[config.mk]
export PLATFORM = sky130hd
export DESIGN_NAME = spmsp_top
export DESIGN_NICKNAME = d
export VERILOG_FILES = /design/src/spmsp_pkg.sv /design/src/spmsp_top.sv
export SDC_FILE = /design/constraint.sdc
export NUM_CORES = 1
export LEC_CHECK = 0
export ABC_CLOCK_PERIOD_IN_PS = 3530
export BUFFER_PORTS_ARGS = -buffer_cell sky130_fd_sc_hd__buf_2
export CAP_MARGIN = 20
export CORE_MARGIN = 1
export CORE_UTILIZATION = 46
export DETAILED_ROUTE_END_ITERATION = 16
export PLACE_DENSITY = 0.65
export SETUP_SLACK_MARGIN = 0.1
export SLEW_MARGIN = 40
export SYNTH_ARGS = -nofsm -noshare
export SYNTH_HDL_FRONTEND = slang
export SYNTH_SLANG_ARGS = --single-unit
[constraint.sdc]
create_clock -name clock -period 3.53 [get_ports clock]
set_input_delay 0.706 -clock clock [delete_from_list [all_inputs] [get_ports clock]]
set_output_delay 0.706 -clock clock [all_outputs]
set_load 0.02 [all_outputs]
[src/spmsp_pkg.sv]
// Purpose: Constants and types for the byte-wide SPI master/slave port
// Assumes: One 250 MHz system clock, synchronous pin inputs
// Notes: Offsets are data-space addresses; I/O space sits 0x20 lower
// Overview of operation
// RULE_01: Slave: select low activates, output pin configurable
// RULE_02: Slave: select high resets logic, drops byte
// RULE_03: Master: select output pin is plain output
// RULE_04: Master: select input must be held high
// RULE_05: Select low as master: demote, set flag
// RULE_06: Software sets master bit again after fault
// RULE_07: Polarity and phase give four modes
// RULE_08: Polarity sets idle level and leading edge
// RULE_09: Phase picks sampling edge, setup on other
// RULE_10: Bit order one sends least bit first
// RULE_11: Nothing happens unless port enable set
// RULE_12: Rate bits divide clock by 4..128
// RULE_13: Double speed halves divisor, minimum two clocks
// RULE_14: Slave clock at most quarter system clock
// RULE_15: Byte done sets flag, raises enabled interrupt
// RULE_16: Flag cleared by vector or status-data sequence
// RULE_17: Write during transfer sets collision flag
// RULE_18: Data write starts, read returns receive buffer
// RULE_19: Registers at 0x4c..0x4e, I/O minus 0x20
// RULE_20: Master shifts eight bits then stops clock
// RULE_21: Receive double buffered, unread byte overwritten
// RULE_22: External clock phases exceed two system clocks
// RULE_23: Status bits five to one read zero

package spmsp_pkg;

  // ==========================================
  // Register map
  localparam logic [7:0] ADDR_CTRL = 8'h4c;
  localparam logic [7:0] ADDR_STAT = 8'h4d;
  localparam logic [7:0] ADDR_DATA = 8'h4e;
  localparam logic [7:0] IO_OFFSET = 8'h20;
  localparam logic [7:0] CTRL_RESET = 8'h00;
  localparam logic DBL_RESET = 1'b0;
  localparam logic [7:0] DATA_RESET = 8'h00;

  // ==========================================
  // Field positions
  localparam int B_IRQ_EN = 7;
  localparam int B_EN = 6;
  localparam int B_ORDER = 5;
  localparam int B_MASTER = 4;
  localparam int B_CPOL = 3;
  localparam int B_CPHA = 2;
  localparam int B_RATE_HI = 1;
  localparam int B_RATE_LO = 0;

  // ==========================================
  // Clock divisors and counts
  localparam logic [7:0] DIV_NORM [4] = '{8'h04, 8'h10, 8'h40, 8'h80};
  localparam logic [7:0] DIV_FAST [4] = '{8'h02, 8'h08, 8'h20, 8'h40};
  localparam logic [3:0] LAST_EDGE = 4'hf;
  localparam logic [2:0] LAST_SAMPLE = 3'h7;

  // ==========================================
  // Types
  typedef struct packed {
    logic sck;
    logic mosi;
    logic miso;
  } spmsp_pin_type;

  typedef struct packed {
    logic ss;
    logic sck;
    logic mosi;
    logic miso;
  } spmsp_dir_type;

  typedef enum logic [2:0] {
    ST_IDLE = 3'b001,
    ST_MRUN = 3'b010,
    ST_SLAVE = 3'b100
  } spmsp_state_type;

endpackage : spmsp_pkg

[src/spmsp_top.sv]
// Purpose: SPI port, master or slave, with control, status and data registers
// Assumes: CPU strobes and pins synchronous to clock
// Notes: Receive side holds two bytes; overflow drops the oldest
`timescale 1ns/1ps

module spmsp_top
  import spmsp_pkg::*;
(
  input wire logic clock,
  input wire logic rst,
  input wire logic [7:0] cpu_addr,
  input wire logic cpu_io_space,
  input wire logic cpu_wr,
  input wire logic cpu_rd,
  input wire logic [7:0] cpu_wdata,
  output logic [7:0] cpu_rdata_r,
  input wire logic global_irq_enable,
  input wire logic irq_vector_ack,
  output logic irq_req_r,
  input wire spmsp_pin_type pin_in,
  input wire logic ss_in,
  input wire spmsp_dir_type pin_dir,
  output spmsp_pin_type pin_out_r,
  output spmsp_pin_type pin_oe_r
);

  // ==========================================
  // Declarations
  spmsp_state_type state_r;
  logic [7:0] ctrl_r;
  logic dbl_r, complete_flag_r, wcol_r, armed_r;
  logic [7:0] sr_r, sr_nxt;
  logic [7:0] ent0_r, ent1_r;
  logic [1:0] cnt_r;
  logic [7:0] div_cnt_r;
  logic [3:0] edge_cnt_r;
  logic [2:0] bit_cnt_r;
  logic sck_prev_r;
  logic [7:0] addr_eff, div_sel, half_m1, rx_word;
  logic enable, master, cpol, cpha, dord;
  logic ctrl_wr, stat_rd, data_wr, data_rd, data_acc;
  logic busy, start_m, slave_enter, mode_fault;
  logic m_tick, s_edge, lead, edge_ev, sample, setup, rx_bit;
  logic byte_done, push_ready, pop_valid, out_nxt;

  function automatic logic tx_of(input logic [7:0] v, input logic lsb_first);
    tx_of = lsb_first ? v[0] : v[7]; // RULE_10
  endfunction : tx_of

  // ==========================================
  // Decode
  assign addr_eff = cpu_io_space ? 8'(cpu_addr + IO_OFFSET) : cpu_addr; // RULE_19
  assign ctrl_wr = cpu_wr && addr_eff == ADDR_CTRL;
  assign stat_rd = cpu_rd && addr_eff == ADDR_STAT;
  assign data_wr = cpu_wr && addr_eff == ADDR_DATA;
  assign data_rd = cpu_rd && addr_eff == ADDR_DATA;
  assign data_acc = data_wr || data_rd;

  assign enable = ctrl_r[B_EN];
  assign master = ctrl_r[B_MASTER];
  assign cpol = ctrl_r[B_CPOL];
  assign cpha = ctrl_r[B_CPHA];
  assign dord = ctrl_r[B_ORDER];

  // Select input pulled low while master means another master took the bus
  assign mode_fault = enable && master && !pin_dir.ss && !ss_in; // RULE_04 RULE_05
  assign busy = state_r == ST_MRUN || (state_r == ST_SLAVE && bit_cnt_r != 3'h0); // RULE_17
  assign start_m = state_r == ST_IDLE && enable && master && data_wr && !mode_fault; // RULE_18 RULE_11
  assign slave_enter = state_r == ST_IDLE && enable && !master && !ss_in; // RULE_01

  // ==========================================
  // Edge generation
  assign div_sel = dbl_r ? DIV_FAST[ctrl_r[B_RATE_HI:B_RATE_LO]]
                         : DIV_NORM[ctrl_r[B_RATE_HI:B_RATE_LO]]; // RULE_12 RULE_13
  assign half_m1 = 8'((div_sel >> 1) - 8'h01);
  assign m_tick = state_r == ST_MRUN && div_cnt_r == half_m1;
  // Slave sees the pin directly; needs phases over two clocks to catch edges
  assign s_edge = state_r == ST_SLAVE && !ss_in && pin_in.sck != sck_prev_r; // RULE_22
  assign lead = (state_r == ST_MRUN) ? !edge_cnt_r[0] : (pin_in.sck != cpol); // RULE_08
  assign edge_ev = m_tick || s_edge;
  assign sample = edge_ev && (lead ^ cpha); // RULE_07 RULE_09
  assign setup = edge_ev && !(lead ^ cpha); // RULE_09
  assign rx_bit = (state_r == ST_MRUN) ? pin_in.miso : pin_in.mosi;
  assign sr_nxt = dord ? {rx_bit, sr_r[7:1]} : {sr_r[6:0], rx_bit}; // RULE_10
  // Phase 0 master ends on a setup edge with the byte already whole
  assign rx_word = sample ? sr_nxt : sr_r; // RULE_20
  assign byte_done = (m_tick && edge_cnt_r == LAST_EDGE)
                  || (state_r == ST_SLAVE && sample && bit_cnt_r == LAST_SAMPLE); // RULE_20
  assign push_ready = cnt_r != 2'h2;
  assign pop_valid = cnt_r != 2'h0;

  always_comb
  begin
    out_nxt = pin_out_r.mosi;
    if (data_wr && !busy && !cpha)
      out_nxt = tx_of(cpu_wdata, dord);
    else if (slave_enter && !cpha)
      out_nxt = tx_of(sr_r, dord);
    else if (setup)
      out_nxt = tx_of(sr_r, dord);
  end

  // ==========================================
  // State machine
  always_ff @(posedge clock or posedge rst)
  begin
    if (rst)
      state_r <= ST_IDLE;
    else
    begin
      unique case (state_r)
        ST_IDLE:
        begin
          if (start_m)
            state_r <= ST_MRUN; // RULE_20
          else if (slave_enter)
            state_r <= ST_SLAVE;
        end
        ST_MRUN:
        begin
          if (!enable || mode_fault || byte_done)
            state_r <= ST_IDLE; // RULE_05 RULE_11
        end
        ST_SLAVE:
        begin
          if (!enable || master || ss_in)
            state_r <= ST_IDLE; // RULE_02
        end
        default:
          state_r <= ST_IDLE;
      endcase
    end
  end

  // ==========================================
  // Counters
  always_ff @(posedge clock or posedge rst)
  begin
    if (rst)
    begin
      div_cnt_r <= 8'h00;
      edge_cnt_r <= 4'h0;
      bit_cnt_r <= 3'h0;
      sck_prev_r <= 1'b0;
    end
    else
    begin
      sck_prev_r <= pin_in.sck;
      if (state_r != ST_MRUN || m_tick)
        div_cnt_r <= 8'h00;
      else
        div_cnt_r <= 8'(div_cnt_r + 8'h01);
      if (state_r != ST_MRUN)
        edge_cnt_r <= 4'h0;
      else if (m_tick)
        edge_cnt_r <= 4'(edge_cnt_r + 4'h1);
      if (state_r != ST_SLAVE || ss_in)
        bit_cnt_r <= 3'h0; // RULE_02
      else if (sample)
        bit_cnt_r <= 3'(bit_cnt_r + 3'h1);
    end
  end

  // ==========================================
  // Shift register
  always_ff @(posedge clock or posedge rst)
  begin
    if (rst)
      sr_r <= DATA_RESET;
    else if (data_wr && !busy)
      sr_r <= cpu_wdata; // RULE_18
    else if (sample)
      sr_r <= sr_nxt;
  end

  // ==========================================
  // Pin drive
  always_ff @(posedge clock or posedge rst)
  begin
    if (rst)
    begin
      pin_out_r <= '0;
      pin_oe_r <= '0;
    end
    else
    begin
      pin_out_r.mosi <= out_nxt;
      pin_out_r.miso <= out_nxt;
      if (state_r != ST_MRUN)
        pin_out_r.sck <= cpol; // RULE_08
      else if (m_tick)
        pin_out_r.sck <= !pin_out_r.sck;
      // Select pin is untouched here; as an output it is plain port logic
      pin_oe_r.sck <= enable && master && !mode_fault && pin_dir.sck; // RULE_03 RULE_05
      pin_oe_r.mosi <= enable && master && !mode_fault && pin_dir.mosi; // RULE_05
      pin_oe_r.miso <= enable && !master && !ss_in && pin_dir.miso; // RULE_01
    end
  end

  // ==========================================
  // Control and speed registers
  always_ff @(posedge clock or posedge rst)
  begin
    if (rst)
    begin
      ctrl_r <= CTRL_RESET;
      dbl_r <= DBL_RESET;
    end
    else
    begin
      if (ctrl_wr)
        ctrl_r <= cpu_wdata;
      // Fault beats a same-cycle write; software must set it again
      if (mode_fault)
        ctrl_r[B_MASTER] <= 1'b0; // RULE_05 RULE_06
      if (cpu_wr && addr_eff == ADDR_STAT)
        dbl_r <= cpu_wdata[0]; // RULE_13 RULE_23
    end
  end

  // ==========================================
  // Flags; a set in the clearing cycle wins
  always_ff @(posedge clock or posedge rst)
  begin
    if (rst)
    begin
      complete_flag_r <= 1'b0;
      wcol_r <= 1'b0;
      armed_r <= 1'b0;
    end
    else
    begin
      if (byte_done || mode_fault)
        complete_flag_r <= 1'b1; // RULE_15 RULE_05
      else if (irq_vector_ack || (armed_r && data_acc))
        complete_flag_r <= 1'b0; // RULE_16
      if (data_wr && busy)
        wcol_r <= 1'b1; // RULE_17
      else if (armed_r && data_acc)
        wcol_r <= 1'b0; // RULE_17
      if (stat_rd)
        armed_r <= complete_flag_r || wcol_r;
      else if (data_acc)
        armed_r <= 1'b0;
    end
  end

  // ==========================================
  // Receive buffer, two entries
  always_ff @(posedge clock or posedge rst)
  begin
    if (rst)
    begin
      ent0_r <= DATA_RESET;
      ent1_r <= DATA_RESET;
      cnt_r <= 2'h0;
    end
    else if (byte_done)
    begin
      if (cnt_r == 2'h0)
      begin
        ent0_r <= rx_word;
        cnt_r <= 2'h1;
      end
      else if (push_ready)
      begin
        ent1_r <= rx_word;
        cnt_r <= 2'h2;
      end
      else
      begin
        // Shifter cannot stall; the unread oldest byte is lost
        ent0_r <= ent1_r; // RULE_21
        ent1_r <= rx_word;
      end
    end
    else if (data_rd && cnt_r == 2'h2)
    begin
      ent0_r <= ent1_r; // RULE_21
      cnt_r <= 2'h1;
    end
    else if (data_rd && pop_valid)
      cnt_r <= 2'h0; // RULE_21
  end

  // ==========================================
  // Read data and interrupt request
  always_ff @(posedge clock or posedge rst)
  begin
    if (rst)
    begin
      cpu_rdata_r <= 8'h00;
      irq_req_r <= 1'b0;
    end
    else
    begin
      irq_req_r <= complete_flag_r && ctrl_r[B_IRQ_EN] && global_irq_enable; // RULE_15
      if (cpu_rd)
      begin
        unique case (addr_eff)
          ADDR_CTRL: cpu_rdata_r <= ctrl_r;
          ADDR_STAT: cpu_rdata_r <= {complete_flag_r, wcol_r, 5'h00, dbl_r}; // RULE_23
          ADDR_DATA: cpu_rdata_r <= ent0_r; // RULE_18
          default: cpu_rdata_r <= 8'h00;
        endcase
      end
    end
  end
endmodule : spmsp_top

; ---- Word level (Yosys, flattened, before mapping)
; Cells that the tools add are included.
[totals]
ff_bits = 71
inputBits = 31
output_inout_bits = 15
wordCells = 176
[op_classes]
add_sub_neg = 5
magnitude_cmp = 1
n_eq_ne = 20
n_mux = 48
n_bitwise = 3
reduce_logical = 77
[ops]
columns = op, n
row1 = two-way mux 8 bit, 14
row2 = logical AND 1 bit, 38
row3 = binary-select mux 8 bit (select 2 bit), 2
row4 = "equality test 8 x 7 -> 1 bit, second input constant", 3
row5 = one-hot mux 8 bit (3 select lines), 1
row6 = two-way mux 3 bit, 6
row7 = two-way mux 1 bit, 16
row8 = nonzero test 2 bit, 8
row9 = logical OR 1 bit, 13
row10 = zero test 1 bit, 10
row11 = two-way mux 2 bit, 5
row12 = one-hot mux 3 bit (3 select lines), 1
row13 = nonzero test 3 bit, 3
row14 = "adder 8 x 1 -> 8 bit, second input constant", 1
row15 = "adder 8 x 6 -> 8 bit, second input constant", 1
row16 = equality test 8 bit, 1
row17 = two-way mux 4 bit, 2
row18 = "subtractor 7 x 1 -> 8 bit, second input constant", 1
row19 = "equality test 3 bit, second input constant", 2
row20 = "inequality test 3 x 2 -> 1 bit, second input constant", 2
row21 = "inequality test 3 bit, second input constant", 2
row22 = AND reduction 2 bit, 3
row23 = two-way mux 5 bit, 1
row24 = "adder 4 x 1 -> 4 bit, second input constant", 1
row25 = other kinds (15), 17

; ---- Logic depth before layout (Yosys ltp)
; Gate-level depths: netlist of the first run.
[depth]
word_depth = 16
ltp_mapped = 12
mapped_depth_nobuf = 10

; ---- Worst setup path before layout of the first run
; No wires, ideal clock.
[synth_timing]
path_type = register -> register
startpoint = register ctrl_r[0]
endpoint = register ent1_r[0]
setup_ps = 125
arrival_time_ps = 2923
required_ps = 3405
path_slack_ps = 482
stages_incl_launch_ff = 11
n_path_buf = 1
synth_period_minus_slack_ps = 3048
cell_sequence = dfrtp_1 -> buf_2 -> or3_1 -> ha_1 -> xnor2_1 -> nor4_1 -> o2111ai_1 -> o21a_2 -> o21a_1 -> nor2_2 -> mux2_2
[synth_via]
elab_chain_cells = 14
word_cells_on_any_way = 19
classes_between = add/sub: 1 / eq/ne: 1 / mux: 8 / bitwise: 1 / reduce/logical: 8
[synth_lines]
columns = item, line_no
row1 = start: declaration, spmsp_top.sv:30  ; logic [7:0] ctrl_r;
row2 = start signal: assignment, spmsp_top.sv:212  ; ctrl_r <= cpu_wdata;
row3 = NOT 2 -> 3 bit (not written as such) (*), "spmsp_top.sv:73, spmsp_top.sv:74"
row4 = binary-select mux 8 bit (select 2 bit) (on tied branches), "spmsp_top.sv:74, spmsp_top.sv:73"
row5 = two-way mux 8 bit (on tied branches) (2 in series), "spmsp_top.sv:74, spmsp_top.sv:73"
row6 = two-way mux 8 bit (*), spmsp_top.sv:73  ; assign div_sel = dbl_r ? DIV_FAST[ctrl_r[B_RATE_HI:B_RATE_LO]]
row7 = subtractor 7 x 1 -> 8 bit (*), spmsp_top.sv:75  ; assign half_m1 = 8'((div_sel >> 1) - 8'h01);
row8 = equality test 8 bit (*), spmsp_top.sv:76  ; assign m_tick = state_r == ST_MRUN && div_cnt_r == half_m1;
row9 = logical AND 1 bit (*), spmsp_top.sv:76
row10 = logical OR 1 bit, spmsp_top.sv:80  ; assign edge_ev = m_tick || s_edge;
row11 = logical AND 1 bit, spmsp_top.sv:81  ; assign sample = edge_ev && (lead ^ cpha);
row12 = logical AND 1 bit (2 in series), spmsp_top.sv:88  ; || (state_r == ST_SLAVE && sample && bit_cnt_r == LAST_SAMPLE);
row13 = logical OR 1 bit, spmsp_top.sv:88
row14 = AND reduction 2 bit (no source line), n/a
row15 = end signal: assignment, spmsp_top.sv:267  ; ent1_r <= rx_word;
row16 = end signal: assignment, spmsp_top.sv:274  ; ent1_r <= rx_word;
row17 = end: declaration, spmsp_top.sv:33  ; logic [7:0] ent0_r, ent1_r;
; Mark *: on every way between the ends. The rest lies on a longest branch, timed or not. The select of a mux whose other input is x is not followed.
; A chain may end at the register's enable or synchronous reset.

; ---- Worst setup path in the final report of the first run
[layout_timing]
startpoint = register ctrl_r[0]
endpoint = register ent0_r[5]
[layout_via]
elab_chain_cells = 15
word_cells_on_any_way = 23
classes_between = add/sub: 1 / eq/ne: 2 / mux: 10 / bitwise: 1 / reduce/logical: 9
[layout_lines]
columns = item, line_no
row1 = NOT 2 -> 3 bit (not written as such) (*), "spmsp_top.sv:73, spmsp_top.sv:74"
row2 = binary-select mux 8 bit (select 2 bit) (on tied branches), "spmsp_top.sv:74, spmsp_top.sv:73"
row3 = two-way mux 8 bit (on tied branches) (2 in series), "spmsp_top.sv:74, spmsp_top.sv:73"
row4 = two-way mux 8 bit (*), spmsp_top.sv:73
row5 = subtractor 7 x 1 -> 8 bit (*), spmsp_top.sv:75
row6 = equality test 8 bit (*), spmsp_top.sv:76
row7 = logical AND 1 bit (*), spmsp_top.sv:76
row8 = logical OR 1 bit, spmsp_top.sv:80
row9 = logical AND 1 bit, spmsp_top.sv:81
row10 = logical AND 1 bit (2 in series), spmsp_top.sv:88
row11 = logical OR 1 bit, spmsp_top.sv:88
row12 = inequality test 3 x 2 -> 1 bit (no source line) / nonzero test 2 bit (equally long branches), n/a
row13 = AND reduction 2 bit (no source line), n/a
row14 = end signal: assignment, spmsp_top.sv:262  ; ent0_r <= rx_word;
row15 = end signal: assignment, spmsp_top.sv:273  ; ent0_r <= ent1_r;
row16 = end signal: assignment, spmsp_top.sv:279  ; ent0_r <= ent1_r;
row17 = end: declaration, spmsp_top.sv:33
; Marked as above.

==> impl_metrics.json, run 1 <==
{
  "io_buffers": 45,
  "critPathMaxFanout": 17,
  "critPathArrivalTime_ps": 3660,
  "peakVddDrop_uv": 173.7,
  "drt-total-wl_um": 9337,
  "crit_family": "compound AO/OA/AOI/OAI gates",
  "dp_hpwl_um": 6585,
  "p_leak_nw": 2.060,
  "crit_chain": "or3_1 -> ha_1 -> xor2_2 -> mux2i_2 -> o2111ai_1 -> o21a_4 -> o21a_1 -> buf_4 -> o41a_1 -> mux2i_1",
  "finalSetupViolCount": 0,
  "avgSynthCellArea_sq_um": 10.10,
  "initial_utilization": 0.4780,
  "drt_iter0_drc": 189,
  "slew_viol_final": 0,
  "fin_skew_ps": 13.53,
  "dieHeight_um": 94.64,
  "ios": 46,
  "cts_buffer_depth": 2,
  "cts_tree": "built",
  "clk_transition_reported_paths_ps": 90,
  "worst-path-buf-inv": 1,
  "hold_class": "input pin to async pin",
  "run_status": "complete, no violations",
  "postRouteAntennaNets": 0,
  "grt_max_degree": 72,
  "max_freq_mhz": 296.6,
  "netlist.area_leader.share": 0.4437,
  "busiest_layer": "met2",
  "ctsHtreeMaxLevel": 3,
  "drv_cap": 0,
  "reg2reg_slack_ps": 160,
  "r2r_cells": 10,
  "dieArea_sq_um": 8956,
  "synth_ff_type": "dfrtp_1",
  "final_nets": 478,
  "syn-instance-count": 391,
  "cts.sinks": 71,
  "crit_path_max_incr_delay_ps": 490,
  "clock_latency_ps": 360,
  "gr-usage-met3": 0.04106,
  "grt_usage": 0.2234,
  "mostFrequentLayoutCells": "68 x dfrtp_1, 45 x buf_2, 33 x nor2_1, 27 x nand2_1, 26 x inv_1",
  "required_ps": 3810,
  "slew_headroom": 0.4818,
  "core-area_sq_um": 8258,
  "cts_root_buffer": "clkbuf_8",
  "power_density_nw_per_um2": 371.9,
  "yosys_warnings": 0,
  "die_w_um": 94.64,
  "gr-total-overflow": 0,
  "yosys-top-cells-area": "dfrtp_1 44%, mux2i_1 6.3%, mux2_2 5.1%, nor2_1 3.1%, inv_1 2.6%",
  "synth_top_area_cell": "dfrtp_1",
  "end_kind": "flip-flop",
  "fillCellCount": 753,
  "drive_gt1_frac": 0.2472,
  "grt_pass1_wl_um": 14750,
  "grtUsageMet2": 0.3285,
  "synth_nets": 429,
  "synthDistinctLibCells": 57,
  "netlist_area_sq_um": 3948,
  "via_per_inst": 5.656,
  "place_congestion": 0.8824,
  "wl_per_cell_um": 16.98,
  "drc": 0,
  "setup-tns-final_ps": 0,
  "synth_edf_count": 0,
  "r2r_end": "ent0_r[5]",
  "finalCritPeriodShare": 0.9551,
  "synthArstFlopShare": 1.000,
  "num_rows": 33,
  "via_count": 3111,
  "grt_pass1_vias": 2925,
  "utilization": 0.5514,
  "numCtsBuffers": 9,
  "rsz0062_at_grt": "no",
  "layout_commonest_cell": "dfrtp_1",
  "min_period_ps": 3372,
  "seq_area_frac_synth": 0.4504,
  "drt-pass1-iter-count": 4,
  "antenna_found_initial": 0,
  "r2r-start": "ctrl_r[0]",
  "tightest_slew_ps": 777.3,
  "crit_start": "ctrl_r[0]",
  "multi_input_area_sq_um": 2027,
  "report.final.hold_viol_count": 0,
  "syn2layout_area_growth_pct": 15.34,
  "insertedDiodeCount": 0,
  "cp-start-kind": "flip-flop",
  "grt_use_met1": 0.3182,
  "critical_path_class": "flip-flop to flip-flop",
  "synth_seq_cells": 71,
  "worst_path_max_delay_cell": "dfrtp_1",
  "final-seq-area_sq_um": 1780
}
[final cells by class]
| class | instances | share of cell area |
|---|---|---|
| Timing Repair Buffer | 54 | 0.06980 |
| Multi-Input combinational cell | 277 | 0.4452 |
| Inverter | 27 | 0.02226 |
| Tap cell | 105 | 0.02885 |
| Clock inverter | 7 | 0.01566 |
| Clock buffer | 9 | 0.02721 |
| Sequential cell | 71 | 0.3910 |
[sequential cells by signal, indices dropped and copies added (netlist names), 2 cells and up]
| register | flops |
|---|---|
| bit_cnt_r | 3 |
| ent0_r | 8 |
| sr_r | 8 |
| pin_oe_r | 3 |
| ctrl_r | 8 |
| edge_cnt_r | 4 |
| ent1_r | 8 |
| cpu_rdata_r | 8 |
| cnt_r | 2 |
| div_cnt_r | 8 |
| state_r | 3 |
| pin_out_r | 2 |
[cell families (layout without fill, tap and decap cells)]
logic type                 after synthesis  count (layout)  synth area share
AOI/OAI and AO/OA                       83              83            0.1613
adders and majority gates                7               7           0.02219
and+or+nand+nor                        124             124            0.1601
buffers and inverters                   43              97           0.04691
xor gates and xnor gates                20              20           0.04437
muxes                                   43              43            0.1147
DFF                                     71              71            0.4504
[per-layer routing]
metal | part of all wire | vias up
li1 | - | 1502
met1 | 0.49 | 1511
met2 | 0.44 | 86
met3 | 0.049 | 12
met4 | 0.019 | 0
met5 | 0 | -
[how the worst max path moves through the flow]
stage	cells past startpoint	endpoint	slack [ps]
final	10	ent0_r[5]	160
after global routing	10	ent0_r[6]	20
after CTS	9	ent1_r[6]	110
after detailed placement	10	ent0_r[4]	70
after global placement	10	ent0_r[4]	200
after floorplan	10	ent1_r[0]	480
[report_power, final]
group | total (mW) | internal, mW | switching [mW]
logic | 0.173 | 0.0673 | 0.106
clock network | 0.662 | 0.326 | 0.336
registers | 0.858 | 0.831 | 0.0269
[worst reg2reg max path: cells and delay by family, from the launching register on]
kind	cells	cell delay, ps
XOR/XNOR	1	260
adder cells (fa/ha/maj)	1	270
flip-flops	1	490
AO/OA/AOI/OAI	4	1230
multiplexers	2	460
buffers and inverters	1	190
AND/OR/NAND/NOR	1	430
[per-stage QoR]
step	power (mW)	cells	instance area (sq um)	hold WS (ps)	worst slack, ps
2_1_floorplan	0.9761	391	3948	448.1	482.3
3_3_place_gp	1.035	532	4285	489.2	199.3
3_5_place_dp	1.040	532	4293	494.8	70.49
4_1_cts	1.695	548	4489	439.3	114.9
5_1_grt	1.766	550	4553	450.4	23.79
6_report	1.693	550	4553	425.1	158.4
[cell usage after synthesis, drive strengths merged (10+ instances only)]
cell	number
nand3	18
mux2i	25
xor2	11
o21ai	20
inv	27
mux2	18
dfrtp	70
nor2	34
a21oi	10
nand2	27
nor2b	11
buf	10
[what timing repair did]
action | CTS | global route
hold endpoints to repair | 0 | 0
pin swaps | 0 | 2
setup buffers | 0 | 2
gates resized for setup | 2 | 8
hold buffers | 0 | 0
setup endpoints to repair | 4 | 21
Note: power is estimated with default switching activity, not from simulation.
==> run 2, diff against run 1 <==
ABC_CLOCK_PERIOD_IN_PS = not set   (was 3530)
CORE_UTILIZATION = 58   (was 46)
MAX_ROUTING_LAYER = met4   (was not set)
PLACE_DENSITY = 0.79   (was 0.65)
==> impl_metrics.json, run 2 (synthesized netlist as in run 1, its figures left out) <==
{
  "run_status": "finished, violations left",
  "violations": "DRC",
  "die_w_um": 84.50,
  "finalCritPeriodShare": 0.9216,
  "wl_met3_um": 753,
  "num_rows": 29,
  "dieArea_sq_um": 7140,
  "cts_buffer_depth": 2,
  "end_kind": "flip-flop",
  "final-seq-area_sq_um": 1778,
  "dp_hpwl_um": 6729,
  "crit_path_max_incr_delay_ps": 500,
  "fillCellCount": 499,
  "preCtsSetupSlack_ps": 221.3,
  "setup-tns-final_ps": 0,
  "critPathArrivalTime_ps": 3540,
  "critical_path_class": "flip-flop to flip-flop",
  "postRouteAntennaNets": 0,
  "clock_latency_ps": 360,
  "critPathMaxFanout": 11,
  "slew_viol_final": 0,
  "tightest_slew_ps": 993.4,
  "drt_iter0_drc": 259,
  "internal-power_mw": 1.334,
  "syn2layout_area_growth_pct": 16.64,
  "p_leak_nw": 2.079,
  "fin_skew_ps": 13.91,
  "p_comb_frac": 0.099,
  "seqPwrFrac": 0.481,
  "clk_transition_reported_paths_ps": 80,
  "crit_chain": "or3_1 -> ha_1 -> and3_1 -> a311oi_2 -> xnor2_1 -> o21a_2 -> o21a_1 -> buf_4 -> o41a_1 -> mux2i_1",
  "max_freq_mhz": 307.4,
  "worst_path_max_delay_cell": "dfrtp_1",
  "p_sw_frac": 0.2555,
  "gr-total-overflow": 0,
  "power_mw": 1.791,
  "wl_per_cell_um": 18.73,
  "required_ps": 3820,
  "core-area_sq_um": 6459,
  "dieHeight_um": 84.50,
  "antenna_found_initial": 0,
  "ios": 46,
  "report.final.hold_viol_count": 0,
  "r2r-start": "ctrl_r[1]",
  "place_congestion": 0.9094,
  "grt_pass1_wl_um": 15810,
  "dr_wl_met2_um": 4580,
  "io_buffers": 45,
  "drc": 2,
  "clockPowerShare": 0.419,
  "top_layer": "met4",
  "multi_input_area_sq_um": 2081,
  "final_nets": 479,
  "reg2reg_slack_ps": 280,
  "r2r_end": "ent0_r[3]",
  "min_period_ps": 3253,
  "finalSetupViolCount": 0,
  "p_sw_uw": 457.7,
  "drt-total-wl_um": 9798,
  "setup_slack_ps": 276.9,
  "power_density_nw_per_um2": 389.0,
  "ctsHtreeMaxLevel": 3,
  "hold_buffers": 0,
  "hold_class": "flip-flop to flip-flop",
  "initial_utilization": 0.6112,
  "slew_headroom": 0.3377,
  "cts_tree": "built",
  "mostFrequentLayoutCells": "70 x dfrtp_1, 45 x buf_2, 33 x nor2_1, 27 x nand2_1, 26 x inv_1",
  "drive_gt1_frac": 0.2444,
  "endpoint": "ent0_r[3]",
  "via_per_inst": 6.159,
  "cts_root_buffer": "clkbuf_8",
  "numCtsBuffers": 9,
  "grt_usage": 0.2974,
  "r2r_cells": 10,
  "peakVddDrop_uv": 209.1,
  "drt-pass1-iter-count": 11,
  "rsz0062_at_grt": "no",
  "grt_pass1_vias": 3213,
  "crit_start": "ctrl_r[1]",
  "cts.sinks": 71,
  "layout_commonest_cell": "dfrtp_1",
  "drt-met1-wl_um": 4221,
  "via_count": 3221,
  "cp-start-kind": "flip-flop",
  "drv_cap": 0,
  "grt_max_degree": 72,
  "insertedDiodeCount": 0
}
==> run 2: through the flow <==
step	utilization	std cells	cell area [sq um]	hold WS [ps]
finish	0.7129	523	4604	480.6
global route	0.7129	523	4604	513.3
CTS	0.6949	522	4488	485.6
detailed placement	0.6590	506	4257	468.7
global placement	0.6585	506	4253	465.7
floorplan	-	391	3948	448.1
==> run 2: how the worst min path moves through the flow <==
stage                     startpoint          to  slack (ps)  cells after the start
after floorplan              armed_r     armed_r         450                      2
after global placement       armed_r     armed_r         470                      2
after detailed placement     armed_r     armed_r         470                      2
after CTS                    armed_r     armed_r         490                      2
after global routing       pin_in[2]  sck_prev_r         510                      1
final                        armed_r     armed_r         480                      2
==> run 2: layout make-up <==
cell class              instances  area share
clock buffers                  11     0.03288
flip-flops and latches         71      0.3861
clock inverters                 5     0.01739
well taps                      77     0.02092
multi-input cells             277      0.4519
repair buffers                 55     0.06875
inverters                      27     0.02201
==> run 2: per-layer routing <==
layer / track usage / up-vias
met5: - / -
met4: 0.1202 / 0
met3: 0.05211 / 26
met2: 0.4494 / 157
met1: 0.3999 / 1541
li1: - / 1497
==> run 2: power by group through the flow <==
stage / Clock [mW] / Sequential [mW] / Combinational, mW
after floorplan: 0 / 0.861 / 0.115
after global placement: 0 / 0.872 / 0.161
after detailed placement: 0 / 0.873 / 0.165
after CTS: 0.754 / 0.858 / 0.166
after global routing: 0.788 / 0.864 / 0.195
final: 0.751 / 0.862 / 0.178
==> run 2: critical path, delay by kind of cell, from the launching register on <==
kind | cells | cell delay (ps)
compound gates | 4 | 1300
xor+xnor | 1 | 180
fa+ha+maj | 1 | 270
buf+inv | 1 | 200
flops | 1 | 500
mux | 1 | 140
simple gates | 2 | 610
==> run 2: what timing repair did <==
item	CTS	global route
setup endpoints to repair	0	17
gates resized for setup	0	12
buffers inserted	0	1
